## src/sir_pkg.sv

```systemverilog
// package of the system id and reset-cause register bank: offsets, layouts, reset values
// assumes a 32-bit apb slave with a 12-bit byte address inside the system block
package sir_pkg;

  localparam int unsigned ADDR_W = 12;
  localparam logic [31:0] SYSTEM_BLOCK_BASE = 32'h5000_0000;

  // register byte offsets from the system block base
  localparam logic [11:0] OFS_PART_IDENTITY = 12'h000;
  localparam logic [11:0] OFS_RESET_CAUSE = 12'h004;
  localparam logic [11:0] OFS_BLOCK_RESET_CTRL_ONE = 12'h008;
  localparam logic [11:0] OFS_IRQ_STATUS = 12'h060;
  localparam logic [11:0] OFS_IRQ_MASK = 12'h064;
  localparam logic [11:0] OFS_WRITE_UNLOCK = 12'h100;

  // plain read/write words kept as storage, in index order
  localparam int unsigned STORE_N = 11;
  localparam logic [11:0] STORE_OFS [STORE_N] = '{
    12'h00c, 12'h010, 12'h018, 12'h01c, 12'h024, 12'h030,
    12'h034, 12'h038, 12'h03c, 12'h040, 12'h050};
  localparam logic [31:0] STORE_RESET = 32'h0000_0000;

  // part identity: value is arbitrary, tied off per variant at build time
  localparam logic [31:0] PART_IDENTITY_DEFAULT = 32'h0000_a5c3;

  // reset-cause flag positions
  localparam int unsigned CAUSE_W = 8;
  localparam int unsigned POWER_ON_FLAG = 0;
  localparam int unsigned PIN_RESET_FLAG = 1;
  localparam int unsigned WATCHDOG_FLAG = 2;
  localparam int unsigned LOW_VOLTAGE_FLAG = 3;
  localparam int unsigned BROWNOUT_FLAG = 4;
  localparam int unsigned CORE_REQUEST_FLAG = 5;
  localparam int unsigned CORE_RESET_FLAG = 7;
  localparam logic [7:0] CAUSE_VALID_MASK = 8'hbf;
  localparam logic [7:0] CAUSE_POR_VALUE = 8'h01;
  localparam logic [7:0] IRQ_RESET = 8'h00;

  // block_reset_ctrl_one fields
  localparam int unsigned CTRL_ONE_W = 4;
  localparam int unsigned CTRL_CHIP_RST = 0;
  localparam int unsigned CTRL_CORE_RST = 1;
  localparam int unsigned CTRL_DMA_RST = 2;
  localparam int unsigned CTRL_EBI_RST = 3;
  localparam logic [3:0] CTRL_ONE_RESET = 4'h0;

  // core one-shot reset length in cycles
  localparam logic [1:0] CORE_PULSE_CYCLES = 2'h2;
  localparam logic [1:0] CORE_PULSE_LAST = CORE_PULSE_CYCLES - 2'h1;

  // unlock key sequence
  localparam logic [7:0] UNLOCK_KEY1 = 8'h59;
  localparam logic [7:0] UNLOCK_KEY2 = 8'h16;
  localparam logic [7:0] UNLOCK_KEY3 = 8'h88;

  typedef enum logic [3:0] {
    UNL_LOCKED = 4'b0001,
    UNL_KEY1 = 4'b0010,
    UNL_KEY2 = 4'b0100,
    UNL_OPEN = 4'b1000
  } sir_unlock_e;

  // reset requests from the sources outside this block, levels
  typedef struct packed {
    logic core_sysreset_request;
    logic brownout;
    logic low_voltage;
    logic watchdog;
    logic pin;
  } sir_cause_src_s;

  // storage lookup: {hit, index}
  function automatic logic [4:0] sir_store_find(input logic [11:0] addr);
    logic [4:0] res;
    res = 5'h00;
    for (int i = 0; i < STORE_N; i++) begin
      if (addr == STORE_OFS[i]) begin
        res = {1'b1, 4'(i)};
      end
    end
    return res;
  endfunction : sir_store_find

endpackage : sir_pkg

```

## src/sir_regs.sv

```systemverilog
// system id and reset-cause register bank with apb slave, write unlock and interrupt
// assumes por_n is low whenever presetn is low at power-up, cause sources are async levels
//
// Contract
// - part identity is a 32-bit read-only word holding the part number code.
// - part identity value is a build-time constant per variant, never written.
// - writing the core one-shot reset bit sets the core reset flag, bit 7.
// - writing 1 to a cause flag clears it; writing 0 leaves it.
// - core system reset request sets bit 5.
// - brown-out detector reset sets bit 4.
// - low-voltage reset unit sets bit 3.
// - reset cause leaves reset with cause flags in low byte, upper bits zero.
// - write unlock register decodes at offset 0x100 beside the other registers.
// - watchdog reset sets bit 2.
// - reset pin sets bit 1.
// - power-on reset or whole-chip reset bit sets bit 0.
// - core one-shot reset bit clears itself after two clock cycles.
//
// Implementation choice: the APB slave port.
`timescale 1ns/1ps
module sir_regs #(
  parameter logic [31:0] PART_IDENTITY = sir_pkg::PART_IDENTITY_DEFAULT
) (
  // clock and resets
  input wire logic pclk,
  input wire logic presetn,
  input wire logic por_n,
  // apb slave
  input wire logic psel,
  input wire logic penable,
  input wire logic pwrite,
  input wire logic [sir_pkg::ADDR_W-1:0] paddr,
  input wire logic [31:0] pwdata,
  output logic [31:0] prdata,
  output logic pready,
  output logic pslverr,
  // reset sources
  input wire sir_pkg::sir_cause_src_s cause_src,
  // reset controls and interrupt
  output logic chip_reset,
  output logic core_reset,
  output logic dma_reset,
  output logic ebi_reset,
  output logic irq
);

  logic [31:0] prdata_ff;
  logic pready_ff;
  logic pslverr_ff;
  logic irq_ff;
  logic [4:0] sync1_ff;
  logic [4:0] sync2_ff;
  logic [7:0] cause_ff;
  logic [7:0] irq_status_ff;
  logic [7:0] irq_mask_ff;
  logic [3:0] ctrl_one_ff;
  logic [1:0] core_cnt_ff;
  logic [31:0] store_ff [sir_pkg::STORE_N];
  sir_pkg::sir_unlock_e unlock_ff;
  sir_pkg::sir_unlock_e nxt_unlock;

  // apb phases: zero-wait slave, pready high in the first access cycle
  wire apb_setup = psel & ~penable;
  wire apb_wr = psel & penable & pwrite & pready_ff;
  wire [7:0] wdata_lo = pwdata[7:0];

  // address decode
  wire hit_part = paddr == sir_pkg::OFS_PART_IDENTITY;
  wire hit_cause = paddr == sir_pkg::OFS_RESET_CAUSE;
  wire hit_ctrl = paddr == sir_pkg::OFS_BLOCK_RESET_CTRL_ONE;
  wire hit_ists = paddr == sir_pkg::OFS_IRQ_STATUS;
  wire hit_imsk = paddr == sir_pkg::OFS_IRQ_MASK;
  wire hit_unlock = paddr == sir_pkg::OFS_WRITE_UNLOCK;
  wire [4:0] store_sel = sir_pkg::sir_store_find(paddr);
  wire hit_store = store_sel[4];
  wire [3:0] store_idx = store_sel[3:0];
  wire addr_hit = hit_part | hit_cause | hit_ctrl | hit_ists | hit_imsk | hit_unlock | hit_store;

  wire wr_cause = apb_wr & hit_cause;
  wire wr_ctrl = apb_wr & hit_ctrl;
  wire wr_unlock = apb_wr & hit_unlock;
  wire unlock_open = unlock_ff == sir_pkg::UNL_OPEN;
  wire ctrl_wr = wr_ctrl & unlock_open;

  // read mux; cause and interrupt registers sit in the low byte, rest zero
  wire [31:0] rd_data =
    hit_part ? PART_IDENTITY :
    hit_cause ? {24'h00_0000, cause_ff & sir_pkg::CAUSE_VALID_MASK} :
    hit_ctrl ? {28'h000_0000, ctrl_one_ff} :
    hit_ists ? {24'h00_0000, irq_status_ff} :
    hit_imsk ? {24'h00_0000, irq_mask_ff} :
    hit_unlock ? {31'h0000_0000, unlock_open} :
    hit_store ? store_ff[store_idx] : 32'h0000_0000;

  // cause set terms: protected writes to the reset control and synchronised sources
  wire core_set = ctrl_wr & pwdata[sir_pkg::CTRL_CORE_RST];
  wire chip_set = ctrl_wr & pwdata[sir_pkg::CTRL_CHIP_RST];
  wire [7:0] cause_set = {
    core_set,
    1'b0,
    sync2_ff[4],
    sync2_ff[3],
    sync2_ff[2],
    sync2_ff[1],
    sync2_ff[0],
    chip_set};
  wire [7:0] cause_clr = wr_cause ? wdata_lo : 8'h00;
  // set wins over a clear in the same cycle
  wire [7:0] nxt_cause = ((cause_ff & ~cause_clr) | cause_set) & sir_pkg::CAUSE_VALID_MASK;
  wire [7:0] cause_rise = nxt_cause & ~cause_ff;

  wire [7:0] ists_clr = (apb_wr & hit_ists) ? wdata_lo : 8'h00;
  wire [7:0] nxt_irq_status = (irq_status_ff & ~ists_clr) | cause_rise;

  // core one-shot: the bit drops on its own after the pulse length
  wire core_done = ctrl_one_ff[sir_pkg::CTRL_CORE_RST] & (core_cnt_ff == sir_pkg::CORE_PULSE_LAST);
  wire [3:0] ctrl_base = ctrl_wr ? pwdata[3:0] : ctrl_one_ff;
  wire [3:0] core_mask = 4'(1 << sir_pkg::CTRL_CORE_RST);
  wire [3:0] nxt_ctrl_one = core_done ? (ctrl_base & ~core_mask) : ctrl_base;
  wire [1:0] nxt_core_cnt = (ctrl_one_ff[sir_pkg::CTRL_CORE_RST] & ~core_done) ?
    core_cnt_ff + 2'h1 : 2'h0;

  // unlock sequence; any write to the unlock register while open locks again
  always_comb begin
    nxt_unlock = unlock_ff;
    if (wr_unlock) begin
      case (unlock_ff)
        sir_pkg::UNL_LOCKED: nxt_unlock = (wdata_lo == sir_pkg::UNLOCK_KEY1) ?
          sir_pkg::UNL_KEY1 : sir_pkg::UNL_LOCKED;
        sir_pkg::UNL_KEY1: nxt_unlock = (wdata_lo == sir_pkg::UNLOCK_KEY2) ?
          sir_pkg::UNL_KEY2 : sir_pkg::UNL_LOCKED;
        sir_pkg::UNL_KEY2: nxt_unlock = (wdata_lo == sir_pkg::UNLOCK_KEY3) ?
          sir_pkg::UNL_OPEN : sir_pkg::UNL_LOCKED;
        sir_pkg::UNL_OPEN: nxt_unlock = sir_pkg::UNL_LOCKED;
        default: nxt_unlock = sir_pkg::UNL_LOCKED;
      endcase
    end
  end

  // source synchronisers and cause flags live on the power-on reset only
  always_ff @(posedge pclk or negedge por_n) begin
    if (!por_n) begin
      sync1_ff <= 5'h00;
      sync2_ff <= 5'h00;
      cause_ff <= sir_pkg::CAUSE_POR_VALUE;
    end else begin
      sync1_ff <= cause_src;
      sync2_ff <= sync1_ff;
      cause_ff <= nxt_cause;
    end
  end

  // apb response
  always_ff @(posedge pclk or negedge presetn) begin
    if (!presetn) begin
      prdata_ff <= 32'h0000_0000;
      pready_ff <= 1'b0;
      pslverr_ff <= 1'b0;
    end else begin
      pready_ff <= apb_setup;
      pslverr_ff <= apb_setup & ~addr_hit;
      if (apb_setup & ~pwrite) begin
        prdata_ff <= rd_data;
      end
    end
  end

  // control, unlock and interrupt state
  always_ff @(posedge pclk or negedge presetn) begin
    if (!presetn) begin
      ctrl_one_ff <= sir_pkg::CTRL_ONE_RESET;
      core_cnt_ff <= 2'h0;
      unlock_ff <= sir_pkg::UNL_LOCKED;
      irq_status_ff <= sir_pkg::IRQ_RESET;
      irq_mask_ff <= sir_pkg::IRQ_RESET;
      irq_ff <= 1'b0;
    end else begin
      ctrl_one_ff <= nxt_ctrl_one;
      core_cnt_ff <= nxt_core_cnt;
      unlock_ff <= nxt_unlock;
      irq_status_ff <= nxt_irq_status;
      if (apb_wr & hit_imsk) begin
        irq_mask_ff <= wdata_lo;
      end
      irq_ff <= |(irq_status_ff & irq_mask_ff);
    end
  end

  // plain read/write words
  always_ff @(posedge pclk or negedge presetn) begin
    if (!presetn) begin
      for (int i = 0; i < sir_pkg::STORE_N; i++) begin
        store_ff[i] <= sir_pkg::STORE_RESET;
      end
    end else if (apb_wr & hit_store) begin
      store_ff[store_idx] <= pwdata;
    end
  end

  assign prdata = prdata_ff;
  assign pready = pready_ff;
  assign pslverr = pslverr_ff;
  assign irq = irq_ff;
  assign chip_reset = ctrl_one_ff[sir_pkg::CTRL_CHIP_RST];
  assign core_reset = ctrl_one_ff[sir_pkg::CTRL_CORE_RST];
  assign dma_reset = ctrl_one_ff[sir_pkg::CTRL_DMA_RST];
  assign ebi_reset = ctrl_one_ff[sir_pkg::CTRL_EBI_RST];

  // checks
  part_id_read_a: assert property (@(posedge pclk) disable iff (!presetn)
    (apb_setup && !pwrite && hit_part) |=> (prdata_ff == PART_IDENTITY) && pready_ff)
    else $error("part identity read wrong");

  core_flag_set_a: assert property (@(posedge pclk) disable iff (!presetn || !por_n)
    core_set |=> cause_ff[sir_pkg::CORE_RESET_FLAG] && core_reset)
    else $error("core one-shot did not flag core reset");

  cause_w1c_a: assert property (@(posedge pclk) disable iff (!presetn || !por_n)
    wr_cause |=> ((cause_ff & $past(wdata_lo) & ~$past(cause_set)) == 8'h00))
    else $error("cause flag not cleared by write one");

  cause_keep_a: assert property (@(posedge pclk) disable iff (!presetn || !por_n)
    (wr_cause && wdata_lo == 8'h00) |=> ((cause_ff & $past(cause_ff)) == $past(cause_ff)))
    else $error("cause flag lost on write zero");

  sysreq_flag_a: assert property (@(posedge pclk) disable iff (!por_n)
    sync2_ff[4] |=> cause_ff[sir_pkg::CORE_REQUEST_FLAG])
    else $error("core request flag not set");

  brownout_flag_a: assert property (@(posedge pclk) disable iff (!por_n)
    $rose(cause_src.brownout) ##1 cause_src.brownout |=> ##1 cause_ff[sir_pkg::BROWNOUT_FLAG])
    else $error("brownout flag not set within sync delay");

  lowvolt_flag_a: assert property (@(posedge pclk) disable iff (!por_n)
    sync2_ff[2] |=> cause_ff[sir_pkg::LOW_VOLTAGE_FLAG])
    else $error("low voltage flag not set");

  watchdog_flag_a: assert property (@(posedge pclk) disable iff (!por_n)
    sync2_ff[1] |=> cause_ff[sir_pkg::WATCHDOG_FLAG])
    else $error("watchdog flag not set");

  pin_flag_a: assert property (@(posedge pclk) disable iff (!por_n)
    sync2_ff[0] |=> cause_ff[sir_pkg::PIN_RESET_FLAG])
    else $error("pin reset flag not set");

  chip_flag_a: assert property (@(posedge pclk) disable iff (!presetn || !por_n)
    chip_set |=> cause_ff[sir_pkg::POWER_ON_FLAG])
    else $error("chip reset did not flag power-on");

  core_pulse_a: assert property (@(posedge pclk) disable iff (!presetn)
    $rose(core_reset) |-> core_reset ##1 core_reset ##1 !core_reset)
    else $error("core one-shot not two cycles");

  unlock_open_a: assert property (@(posedge pclk) disable iff (!presetn)
    (wr_unlock && unlock_ff == sir_pkg::UNL_KEY2 && wdata_lo == sir_pkg::UNLOCK_KEY3)
    |=> unlock_open)
    else $error("unlock sequence did not open");

  ctrl_locked_a: assert property (@(posedge pclk) disable iff (!presetn)
    (wr_ctrl && !unlock_open && !core_done) |=> $stable(ctrl_one_ff))
    else $error("protected control written while locked");

  cause_reserved_a: assert property (@(posedge pclk) disable iff (!por_n)
    (cause_ff & ~sir_pkg::CAUSE_VALID_MASK) == 8'h00)
    else $error("reserved cause bit set");

  irq_level_a: assert property (@(posedge pclk) disable iff (!presetn)
    ##1 (irq == |($past(irq_status_ff) & $past(irq_mask_ff))))
    else $error("irq does not follow masked status");

  pready_pulse_a: assert property (@(posedge pclk) disable iff (!presetn)
    apb_setup |=> pready_ff)
    else $error("pready missing after setup");

  pready_only_a: assert property (@(posedge pclk) disable iff (!presetn)
    !apb_setup |=> !pready_ff)
    else $error("pready without setup");

  slverr_unmapped_a: assert property (@(posedge pclk) disable iff (!presetn)
    (apb_setup && !addr_hit) |=> pslverr_ff && pready_ff)
    else $error("unmapped access without error");

  slverr_clean_a: assert property (@(posedge pclk) disable iff (!presetn)
    !(apb_setup && !addr_hit) |=> !pslverr_ff)
    else $error("error on mapped access");

  read_unmapped_a: assert property (@(posedge pclk) disable iff (!presetn)
    (apb_setup && !pwrite && !addr_hit) |=> (prdata_ff == 32'h0000_0000))
    else $error("unmapped read not zero");

  prdata_hold_a: assert property (@(posedge pclk) disable iff (!presetn)
    !(apb_setup && !pwrite) |=> $stable(prdata_ff))
    else $error("read data changed outside a read");

  cause_read_a: assert property (@(posedge pclk) disable iff (!presetn)
    (apb_setup && !pwrite && hit_cause) |=> ((prdata_ff & 32'hffff_ff40) == 32'h0000_0000))
    else $error("reserved cause bits read nonzero");

  cause_presetn_a: assert property (@(posedge pclk) disable iff (!por_n)
    !presetn |=> ((cause_ff & $past(cause_ff)) == $past(cause_ff)))
    else $error("cause flag lost in bus reset");

  cause_sticky_a: assert property (@(posedge pclk) disable iff (!por_n)
    !wr_cause |=> ((cause_ff & $past(cause_ff)) == $past(cause_ff)))
    else $error("cause flag dropped without a clear");

  cause_set_a: assert property (@(posedge pclk) disable iff (!por_n)
    (cause_set != 8'h00) |=> ((cause_ff & $past(cause_set)) == $past(cause_set)))
    else $error("cause set lost against a clear");

  ists_set_a: assert property (@(posedge pclk) disable iff (!presetn || !por_n)
    ($past(presetn) && $rose(cause_ff[sir_pkg::WATCHDOG_FLAG]))
    |-> irq_status_ff[sir_pkg::WATCHDOG_FLAG])
    else $error("status bit not set on new flag");

  ists_w1c_a: assert property (@(posedge pclk) disable iff (!presetn)
    (apb_wr && hit_ists)
    |=> ((irq_status_ff & $past(wdata_lo) & ~$past(cause_rise)) == 8'h00))
    else $error("status bit not cleared by write one");

  ists_keep_a: assert property (@(posedge pclk) disable iff (!presetn)
    !(apb_wr && hit_ists)
    |=> ((irq_status_ff & $past(irq_status_ff)) == $past(irq_status_ff)))
    else $error("status bit dropped without a clear");

  mask_write_a: assert property (@(posedge pclk) disable iff (!presetn)
    (apb_wr && hit_imsk) |=> (irq_mask_ff == $past(wdata_lo)))
    else $error("mask write lost");

  ctrl_hold_a: assert property (@(posedge pclk) disable iff (!presetn)
    !ctrl_wr
    |=> ({ebi_reset, dma_reset, chip_reset} == $past({ebi_reset, dma_reset, chip_reset})))
    else $error("reset control moved without an open write");

  ctrl_open_a: assert property (@(posedge pclk) disable iff (!presetn)
    (ctrl_wr && !core_done)
    |=> ({ebi_reset, dma_reset, core_reset, chip_reset} == $past(pwdata[3:0])))
    else $error("open control write lost");

  core_max_a: assert property (@(posedge pclk) disable iff (!presetn)
    core_reset ##1 core_reset |=> !core_reset)
    else $error("core one-shot longer than two cycles");

  core_cnt_a: assert property (@(posedge pclk) disable iff (!presetn)
    !core_reset |-> (core_cnt_ff == 2'h0))
    else $error("one-shot counter running while idle");

  unlock_relock_a: assert property (@(posedge pclk) disable iff (!presetn)
    (wr_unlock && unlock_open) |=> !unlock_open)
    else $error("write while open did not relock");

  unlock_order_a: assert property (@(posedge pclk) disable iff (!presetn)
    (wr_unlock && unlock_ff != sir_pkg::UNL_KEY2) |=> !unlock_open)
    else $error("unlock opened out of order");

  unlock_read_a: assert property (@(posedge pclk) disable iff (!presetn)
    (apb_setup && !pwrite && hit_unlock) |=> (prdata_ff == {31'h0000_0000, unlock_open}))
    else $error("unlock state read wrong");

  irq_masked_a: assert property (@(posedge pclk) disable iff (!presetn)
    (irq_mask_ff == 8'h00) |=> !irq)
    else $error("irq raised with all sources masked");

  watchdog_sync_a: assert property (@(posedge pclk) disable iff (!por_n)
    cause_src.watchdog ##1 cause_src.watchdog ##1 cause_src.watchdog
    |=> cause_ff[sir_pkg::WATCHDOG_FLAG])
    else $error("watchdog level not flagged after sync delay");

  read_cause_c: cover property (@(posedge pclk) disable iff (!presetn)
    apb_setup && !pwrite && hit_cause ##1 pready_ff);
  core_shot_c: cover property (@(posedge pclk) disable iff (!presetn)
    core_set ##1 core_reset ##2 !core_reset);
  unlock_c: cover property (@(posedge pclk) disable iff (!presetn)
    $rose(unlock_open));
  irq_c: cover property (@(posedge pclk) disable iff (!presetn) $rose(irq));
  slverr_c: cover property (@(posedge pclk) disable iff (!presetn) $rose(pslverr_ff));

endmodule : sir_regs

```

## config.mk

```make
export PLATFORM = sky130hd
export DESIGN_NAME = sir_regs
export DESIGN_NICKNAME = d
export VERILOG_FILES = /design/src/sir_pkg.sv /design/src/sir_regs.sv
export SDC_FILE = /design/constraint.sdc
export NUM_CORES = 1
export LEC_CHECK = 0
export BUFFER_PORTS_ARGS = -buffer_cell sky130_fd_sc_hd__buf_2
export CAP_MARGIN = 20
export CORE_MARGIN = 5
export CORE_UTILIZATION = 35
export DETAILED_ROUTE_END_ITERATION = 10
export MAX_ROUTING_LAYER = met4
export PLACE_DENSITY_LB_ADDON = 0.08
export SLEW_MARGIN = 20
export SYNTH_ARGS = -nofsm -noshare
export SYNTH_HDL_FRONTEND = slang
export SYNTH_SLANG_ARGS = --single-unit
```

## constraint.sdc

```tcl
create_clock -name pclk -period 3.1 [get_ports pclk]
set_input_delay 0.31 -clock pclk [delete_from_list [all_inputs] [get_ports pclk]]
set_output_delay 0.31 -clock pclk [all_outputs]
set_load 0.02 [all_outputs]
```

==> results.tsv, run 1 <==
stage	metric	value	unit
worst_setup_path	critPathCapture	prdata[22]	
finish	syn2layout_area_growth	19.7	%
finish	nets	1737	
global_route	grt_pass1_wl	92300	um
worst_setup_path	slowest_delay	0.61	ns
worst_hold_path	holdCritPathClass	in2reg	
yosys	synthFlopType	dfrtp_1	
detailed_routing	ant_nets	0	
worst_setup_path	cp.required	3.60	ns
yosys	yosysWarnings	0	
detailed_routing	dr_total_vias	13300	
clock_tree	cts-buffers-inserted	51	
detailed_routing	wl_met2	27600	um
placed_design	io_buffers	93	
worst_setup_path	slowest_stage	or3b_2	
timing	slew_headroom	0.411	
floorplanning	die_width	245	um
pwr	power_frac_clock	0.496	
floorplanning	core	55000	sq um
yosys	seq_area_frac_synth	0.555	
detailed_routing	drt-total-wl	59200	um
worst_hold_path	worstHoldStart	pwdata[29]	
timing	hold_viol	0	
timing	fmax	373	MHz
floorplanning	io-pin-count	94	
timing	period_minus_slack	2.68	ns
clock_tree	cts-htree-levels	2	
placed_design	routabilityCongestion	0.863	
pwr	powerDensity	521	nW/um^2
clock_tree	root_buffer	clkbuf_16	
timing	setup_viol	0	
detailed_routing	top_layer	met4	
run_status	status	finished clean	
global_route	grt_pass1_vias	14200	
yosys	ys_ff_latch	430	
global_route	antenna_found_initial	0	
clock_tree	cts.sinks	430	
detailed_routing	drc	0	
clock_tree	cts_resized	0	
finish	final_common_cell	dfrtp_1	
finish	n_antenna_cell	0	
floorplanning	placementRows	86	
flow_run	cap_violations	0	
timing	fin_crit_sh	0.864	
worst_setup_path	r2r_start	pready	
clock_tree	cts_hold_buf	10	
pwr	swShare	0.226	
pwr	power_leakage	11.1	nW
timing	worst_slew_pin_slew	0.877	ns
clock_tree	cts_tree	built	
worst_setup_path	cp_max_fo	20	
yosys	syn_area	19400	sq um
worst_setup_path	reg2reg_slack	0.74	ns
pwr	p_int	0.00935	W
clock_tree	clock_path_buffers	3	
detailed_routing	met3WireLength	2190	um
global_route	grt_max_degree	86	
worst_setup_path	criticalPathCategory	in2reg	
yosys	syn-num-nets	1608	
timing	slew_violations	0	
pwr	comb_power_share	0.036	
timing	grt_setup_unrepaired	no	
timing	fin_skew	0.0244	ns
worst_setup_path	cp-start-kind	primary input	
yosys	avgSynthCellArea	12.5	sq um
detailed_routing	vias_per_cell	5.37	
clock_tree	clkLatencyLatePin	0.60	ns
global_route	track_usage	0.205	
worst_setup_path	r2r_end	store_ff[345]	
finish	nFillCells	5230	
worst_setup_path	end_kind	register	
placed_design	placed_cell_area	21400	sq um
finish	design_area	23200	sq um
clock_tree	clk_pin_slew	0.06	ns
worst_setup_path	cp.arrival	3.17	ns
pwr	irDropWorstVdd	0.411	mV
floorplanning	die-area	60200	sq um
worst_setup_path	r2r_cells	5	
worst_setup_path	critPathLaunch	penable	
detailed_routing	first_iter_violations	788	
timing	tns	0	ns
global_route	overflow	0	
finish	multi_input_comb_area	8120	sq um
yosys	synth.distinct_cells	63	
finish	seqCellArea	10800	sq um
floorplanning	die_h	245	um
yosys	synth_edf_count	0	
detailed_routing	wire_per_inst	24.0	um
finish	final_cell_mix	428 x dfrtp_1, 364 x mux2_2, 92 x nand2_1, 92 x buf_2, 82 x buf_4	
pwr	seqPwrFrac	0.468	
finish	drive_gt1_frac	0.391	
yosys	ys_async_sr_fraction	1.00	
placed_design	hpwl	38800	um
worst_setup_path	path_cells	dlygate4sd3_1 > buf_2 > or3b_2 > a31oi_1 > nand2_1 > buf_12 > a21oi_1 > o221ai_1 > o31ai_1	
yosys	synth_cells	1552	
detailed_routing	met1_length	28500	um
pwr	p_switching	0.00274	W
clock_tree	cts_setup_buffers	0	
detailed_routing	dr.pass1.iters	5	
floorplanning	initial_core_util	0.353	
kinds of logic after synthesis:
group,share of synthesized area
flops,0.555
mux,0.243
compound gates,0.106
simple gates,0.0629
buf+inv,0.0321
xor+xnor,0.000452
fa+ha+maj,0.000645
synth_stat cells (4+ instances only):
library cell / number / share of area
a211oi_1: 22 / 0.0085
a21o_1: 5 / 0.0019
a21oi_1: 74 / 0.019
a22o_1: 5 / 0.0023
a22oi_1: 8 / 0.0031
a311oi_1: 5 / 0.0023
a31oi_1: 6 / 0.0019
and3_1: 5 / 0.0016
and4_1: 4 / 0.0018
buf_1: 5 / 0.00097
buf_2: 36 / 0.0093
buf_4: 7 / 0.0027
clkbuf_1: 82 / 0.016
dfrtp_1: 428 / 0.55
inv_1: 8 / 0.0015
mux2_1: 4 / 0.0023
mux2_2: 364 / 0.21
mux2i_1: 56 / 0.029
nand2_1: 92 / 0.018
nand2b_1: 5 / 0.0016
nand3_1: 10 / 0.0026
nand4_1: 4 / 0.0013
nor2_1: 57 / 0.011
nor3_1: 29 / 0.0075
nor3b_1: 4 / 0.0015
nor4_1: 13 / 0.0042
o2111ai_1: 5 / 0.0023
o21ai_0: 32 / 0.0083
o221ai_1: 29 / 0.013
o22a_1: 4 / 0.0018
o22ai_1: 64 / 0.021
o31ai_1: 22 / 0.0085
or4_1: 6 / 0.0023
worst min path at each step:
stage | to | slack, ns | cells past startpoint
finish | store_ff[221] | 0.10 | 2
global route | store_ff[107] | 0.11 | 2
CTS | store_ff[11] | 0.07 | 2
detailed placement | sync1_ff[4] | 0.25 | 1
global placement | sync2_ff[3] | 0.25 | 1
floorplan | cause_ff[1] | 0.01 | 0
area by class of cell:
class / instances / area share
flip-flops and latches: 430 / 0.464
multi-input cells: 981 / 0.350
repair buffers: 209 / 0.0720
clock buffers: 83 / 0.0672
well taps: 748 / 0.0403
clock inverters: 10 / 0.00523
inverters: 8 / 0.00129
per-stage QoR:
stage / instances / total power [W] / worst slack (ns) / utilization / hold slack, ns
after global routing: 2469 / 0.0125 / 0.292 / 0.422 / 0.110
after CTS: 2469 / 0.0123 / 0.489 / 0.422 / 0.0708
after floorplan: 1552 / 0.00590 / 0.329 / - / 0.0144
final: 2469 / 0.0121 / 0.422 / 0.422 / 0.101
after global placement: 2366 / 0.00620 / 0.00992 / 0.390 / 0.254
after detailed placement: 2366 / 0.00620 / -0.0381 / 0.390 / 0.254
layer usage:
layer  track usage  up-vias
li1              -     6030
met1         0.286     6935
met2         0.321      227
met3        0.0300       68
met4        0.0432        0
met5             -        -
power groups by stage:
stage          Clock (W)  Combinational [W]  Sequential [W]
6_report         0.00599           0.000436         0.00566
2_1_floorplan          0           0.000121         0.00578
3_5_place_dp           0           0.000439         0.00576
5_1_grt          0.00640           0.000490         0.00566
3_3_place_gp           0           0.000437         0.00576
4_1_cts          0.00618           0.000450         0.00566
worst max-delay path, delay by kind of cell:
family / cells / cell delay (ns)
buffers and inverters: 3 / 0.88
and+or+nand+nor: 2 / 0.82
AOI/OAI and AO/OA: 4 / 1.13
registers in the layout, indices dropped and copies added (netlist names):
signal         cells
store_ff         352
prdata            32
irq_mask_ff        8
irq_status_ff      8
cause_ff           7
sync1_ff           5
sync2_ff           5
ctrl_one_ff        4
unlock_ff          4
core_cnt_ff        2
irq                1
pready             1
pslverr            1
Note: power is estimated with default switching activity, not from simulation.
==> inputs of run 2 (changes only) <==
--- a/config.mk
+++ b/config.mk
@@ -6,7 +6,6 @@
 export NUM_CORES = 1
 export LEC_CHECK = 0
 export BUFFER_PORTS_ARGS = -buffer_cell sky130_fd_sc_hd__buf_2
-export CAP_MARGIN = 20
 export CORE_MARGIN = 5
 export CORE_UTILIZATION = 35
 export DETAILED_ROUTE_END_ITERATION = 10
==> constraint.sdc (replaced) <==
create_clock -name pclk -period 2.75 [get_ports pclk]
set_input_delay 0.275 -clock pclk [delete_from_list [all_inputs] [get_ports pclk]]
set_output_delay 0.275 -clock pclk [all_outputs]
set_load 0.02 [all_outputs]
==> run 2 against run 1 <==
  * Critical path depth unchanged
  * Die area is the same
  * Utilization up 1.0 points
  * Critical endpoint unchanged
==> results.tsv, run 2 (synthesis gave the netlist of run 1 again) <==
stage	metric	value	unit
worst_setup_path	r2r_cells	5	
timing	slew_violations	0	
timing	period_minus_slack	2.59	ns
pwr	power_leakage	11.4	nW
pwr	p_int	0.0101	W
worst_hold_path	hold_depth	2	
finish	largest_reg_flops	352	
clock_tree	cts.sinks	430	
floorplanning	io-pin-count	94	
worst_setup_path	r2r_end	store_ff[66]	
worst_setup_path	cp_max_fo	20	
floorplanning	die_h	245	um
pwr	finalPower	0.0132	W
global_route	overflow	0	
detailed_routing	first_iter_violations	720	
pwr	comb_power_share	0.039	
timing	fin_crit_sh	0.942	
clock_tree	cts-buffers-inserted	50	
placed_design	io_buffers	93	
global_route	grt_pass1_vias	14500	
worst_hold_path	worstHoldStart	pwdata[11]	
finish	top_register	store_ff	
run_status	status	finished clean	
timing	hold_viol	0	
timing	grt_setup_unrepaired	no	
finish	final_cell_mix	428 x dfrtp_1, 364 x mux2_2, 119 x buf_4	
clock_tree	cts_setup_buffers	0	
placed_design	routabilityCongestion	0.892	
worst_setup_path	cp-start-kind	primary input	
clock_tree	cts_tree	built	
clock_tree	clock_path_buffers	3	
pwr	power_frac_clock	0.476	
detailed_routing	dr.pass1.iters	5	
worst_hold_path	whs_endpoint	store_ff[75]	
placed_design	hpwl	41000	um
finish	nFillCells	5184	
floorplanning	initial_core_util	0.353	
timing	worst_slew_pin_slew	0.766	ns
pwr	powerDensity	554	nW/um^2
timing	fin_skew	0.0178	ns
worst_setup_path	cp.required	3.23	ns
global_route	grt_pass1_wl	93000	um
floorplanning	die_width	245	um
timing	fmax	386	MHz
floorplanning	placementRows	86	
pwr	seqPwrFrac	0.485	
timing	hold_slack	0.0883	ns
clock_tree	clk_pin_slew	0.06	ns
detailed_routing	dr_total_vias	13700	
clock_tree	cts-htree-levels	2	
detailed_routing	vias_per_cell	5.41	
finish	final_common_cell	dfrtp_1	
clock_tree	root_buffer	clkbuf_16	
finish	syn2layout_area_growth	22.5	%
pwr	irDropWorstVdd	0.435	mV
global_route	track_usage	0.208	
detailed_routing	drt-total-wl	60400	um
global_route	antenna_found_initial	0	
detailed_routing	drc	0	
detailed_routing	wire_per_inst	23.9	um
worst_setup_path	criticalPathCategory	in2reg	
finish	drive_gt1_frac	0.409	
flow_run	cap_violations	0	
pwr	p_switching	0.00302	W
detailed_routing	ant_nets	0	
timing	slew_headroom	0.485	
worst_setup_path	end_kind	register	
global_route	grt_max_degree	84	
worst_hold_path	holdCritPathClass	in2reg	
worst_setup_path	reg2reg_slack	0.51	ns
floorplanning	die-area	60200	sq um
clock_tree	clkLatencyLatePin	0.58	ns
finish	nets	1794	
pwr	swShare	0.229	
worst_setup_path	cp.arrival	3.07	ns
floorplanning	core	55000	sq um
worst_setup_path	r2r_start	pready	
timing	setup_viol	0	
==> run 2: cell types whose count changed in the layout (fill, tap and decap cells not counted), moves of 2 or more <==
cell / previous run / this run
clkbuf_1: 18 / 21
bufinv_16: 2 / 0
clkbuf_8: 12 / 8
clkbuf_16: 53 / 51
clkinvlp_4: 1 / 3
buf_4: 82 / 119
buf_12: 24 / 45
==> run 2: stage by stage <==
step | area [sq um] | setup slack, ns | instances | TNS (ns) | util
after CTS | 23800 | 0.187 | 2525 | 0 | 0.432
final | 23800 | 0.160 | 2526 | 0 | 0.432
after floorplan | 19400 | 0.0139 | 1552 | 0 | -
after detailed placement | 22100 | -0.307 | 2424 | -53.59 | 0.402
after global routing | 23800 | 0.0448 | 2525 | 0 | 0.432
after global placement | 22100 | -0.299 | 2424 | -58.26 | 0.402
==> run 2: layout make-up <==
| class | instances | area, sq um | area share |
|---|---|---|---|
| tap | 748 | 936 | 0.0394 |
| clock inverter | 11 | 70.1 | 0.00295 |
| sequential | 430 | 10800 | 0.453 |
| multi-input combinational | 981 | 8120 | 0.342 |
| clock buffer | 80 | 1470 | 0.0617 |
| timing repair buffer | 267 | 2370 | 0.0997 |
| inverter | 8 | 30.0 | 0.00126 |
| antenna | 1 | 2.50 | 0.000105 |
==> run 2: per-layer routing <==
| layer | up-vias | track usage | part of all wire |
|---|---|---|---|
| li1 | 6151 | - | - |
| met1 | 7124 | 0.284 | 0.47 |
| met2 | 281 | 0.324 | 0.46 |
| met3 | 100 | 0.0295 | 0.037 |
| met4 | 0 | 0.0638 | 0.032 |
| met5 | - | - | 0 |
==> run 2: repair_timing <==
action / 4_1_cts / 5_1_grt
resized for setup: 0 / 0
hold endpoints to repair: 64 / 0
setup endpoints to repair: 0 / 0
hold buffers: 10 / 0
==> run 2: worst max path at each step <==
stage                         to  slack [ns]  cells after the start  startpoint
floorplan              prdata[0]        0.01                      9    paddr[1]
global placement    store_ff[70]       -0.30                      8    paddr[9]
detailed placement  store_ff[66]       -0.31                      8    paddr[9]
finish                prdata[22]        0.16                      9     penable
global route          prdata[22]        0.04                      9     penable
CTS                   prdata[22]        0.19                      9     penable
==> run 2: power by group through the flow <==
stage / logic, W / registers, W / clock network, W
after CTS: 0.000525 / 0.00638 / 0.00648
final: 0.000511 / 0.00638 / 0.00626
after global placement: 0.000509 / 0.00650 / 0
after floorplan: 0.000137 / 0.00651 / 0
after global routing: 0.000569 / 0.00638 / 0.00669
after detailed placement: 0.000513 / 0.00650 / 0
==> run 2: critical path, cell delays in order <==
cell and delay, ns:
dlygate4sd3_1 0.54, buf_2 0.16, or3b_2 0.61, a31oi_1 0.43
nand2_1 0.19, buf_12 0.20, a21oi_1 0.22, o221ai_1 0.19
o31ai_1 0.22
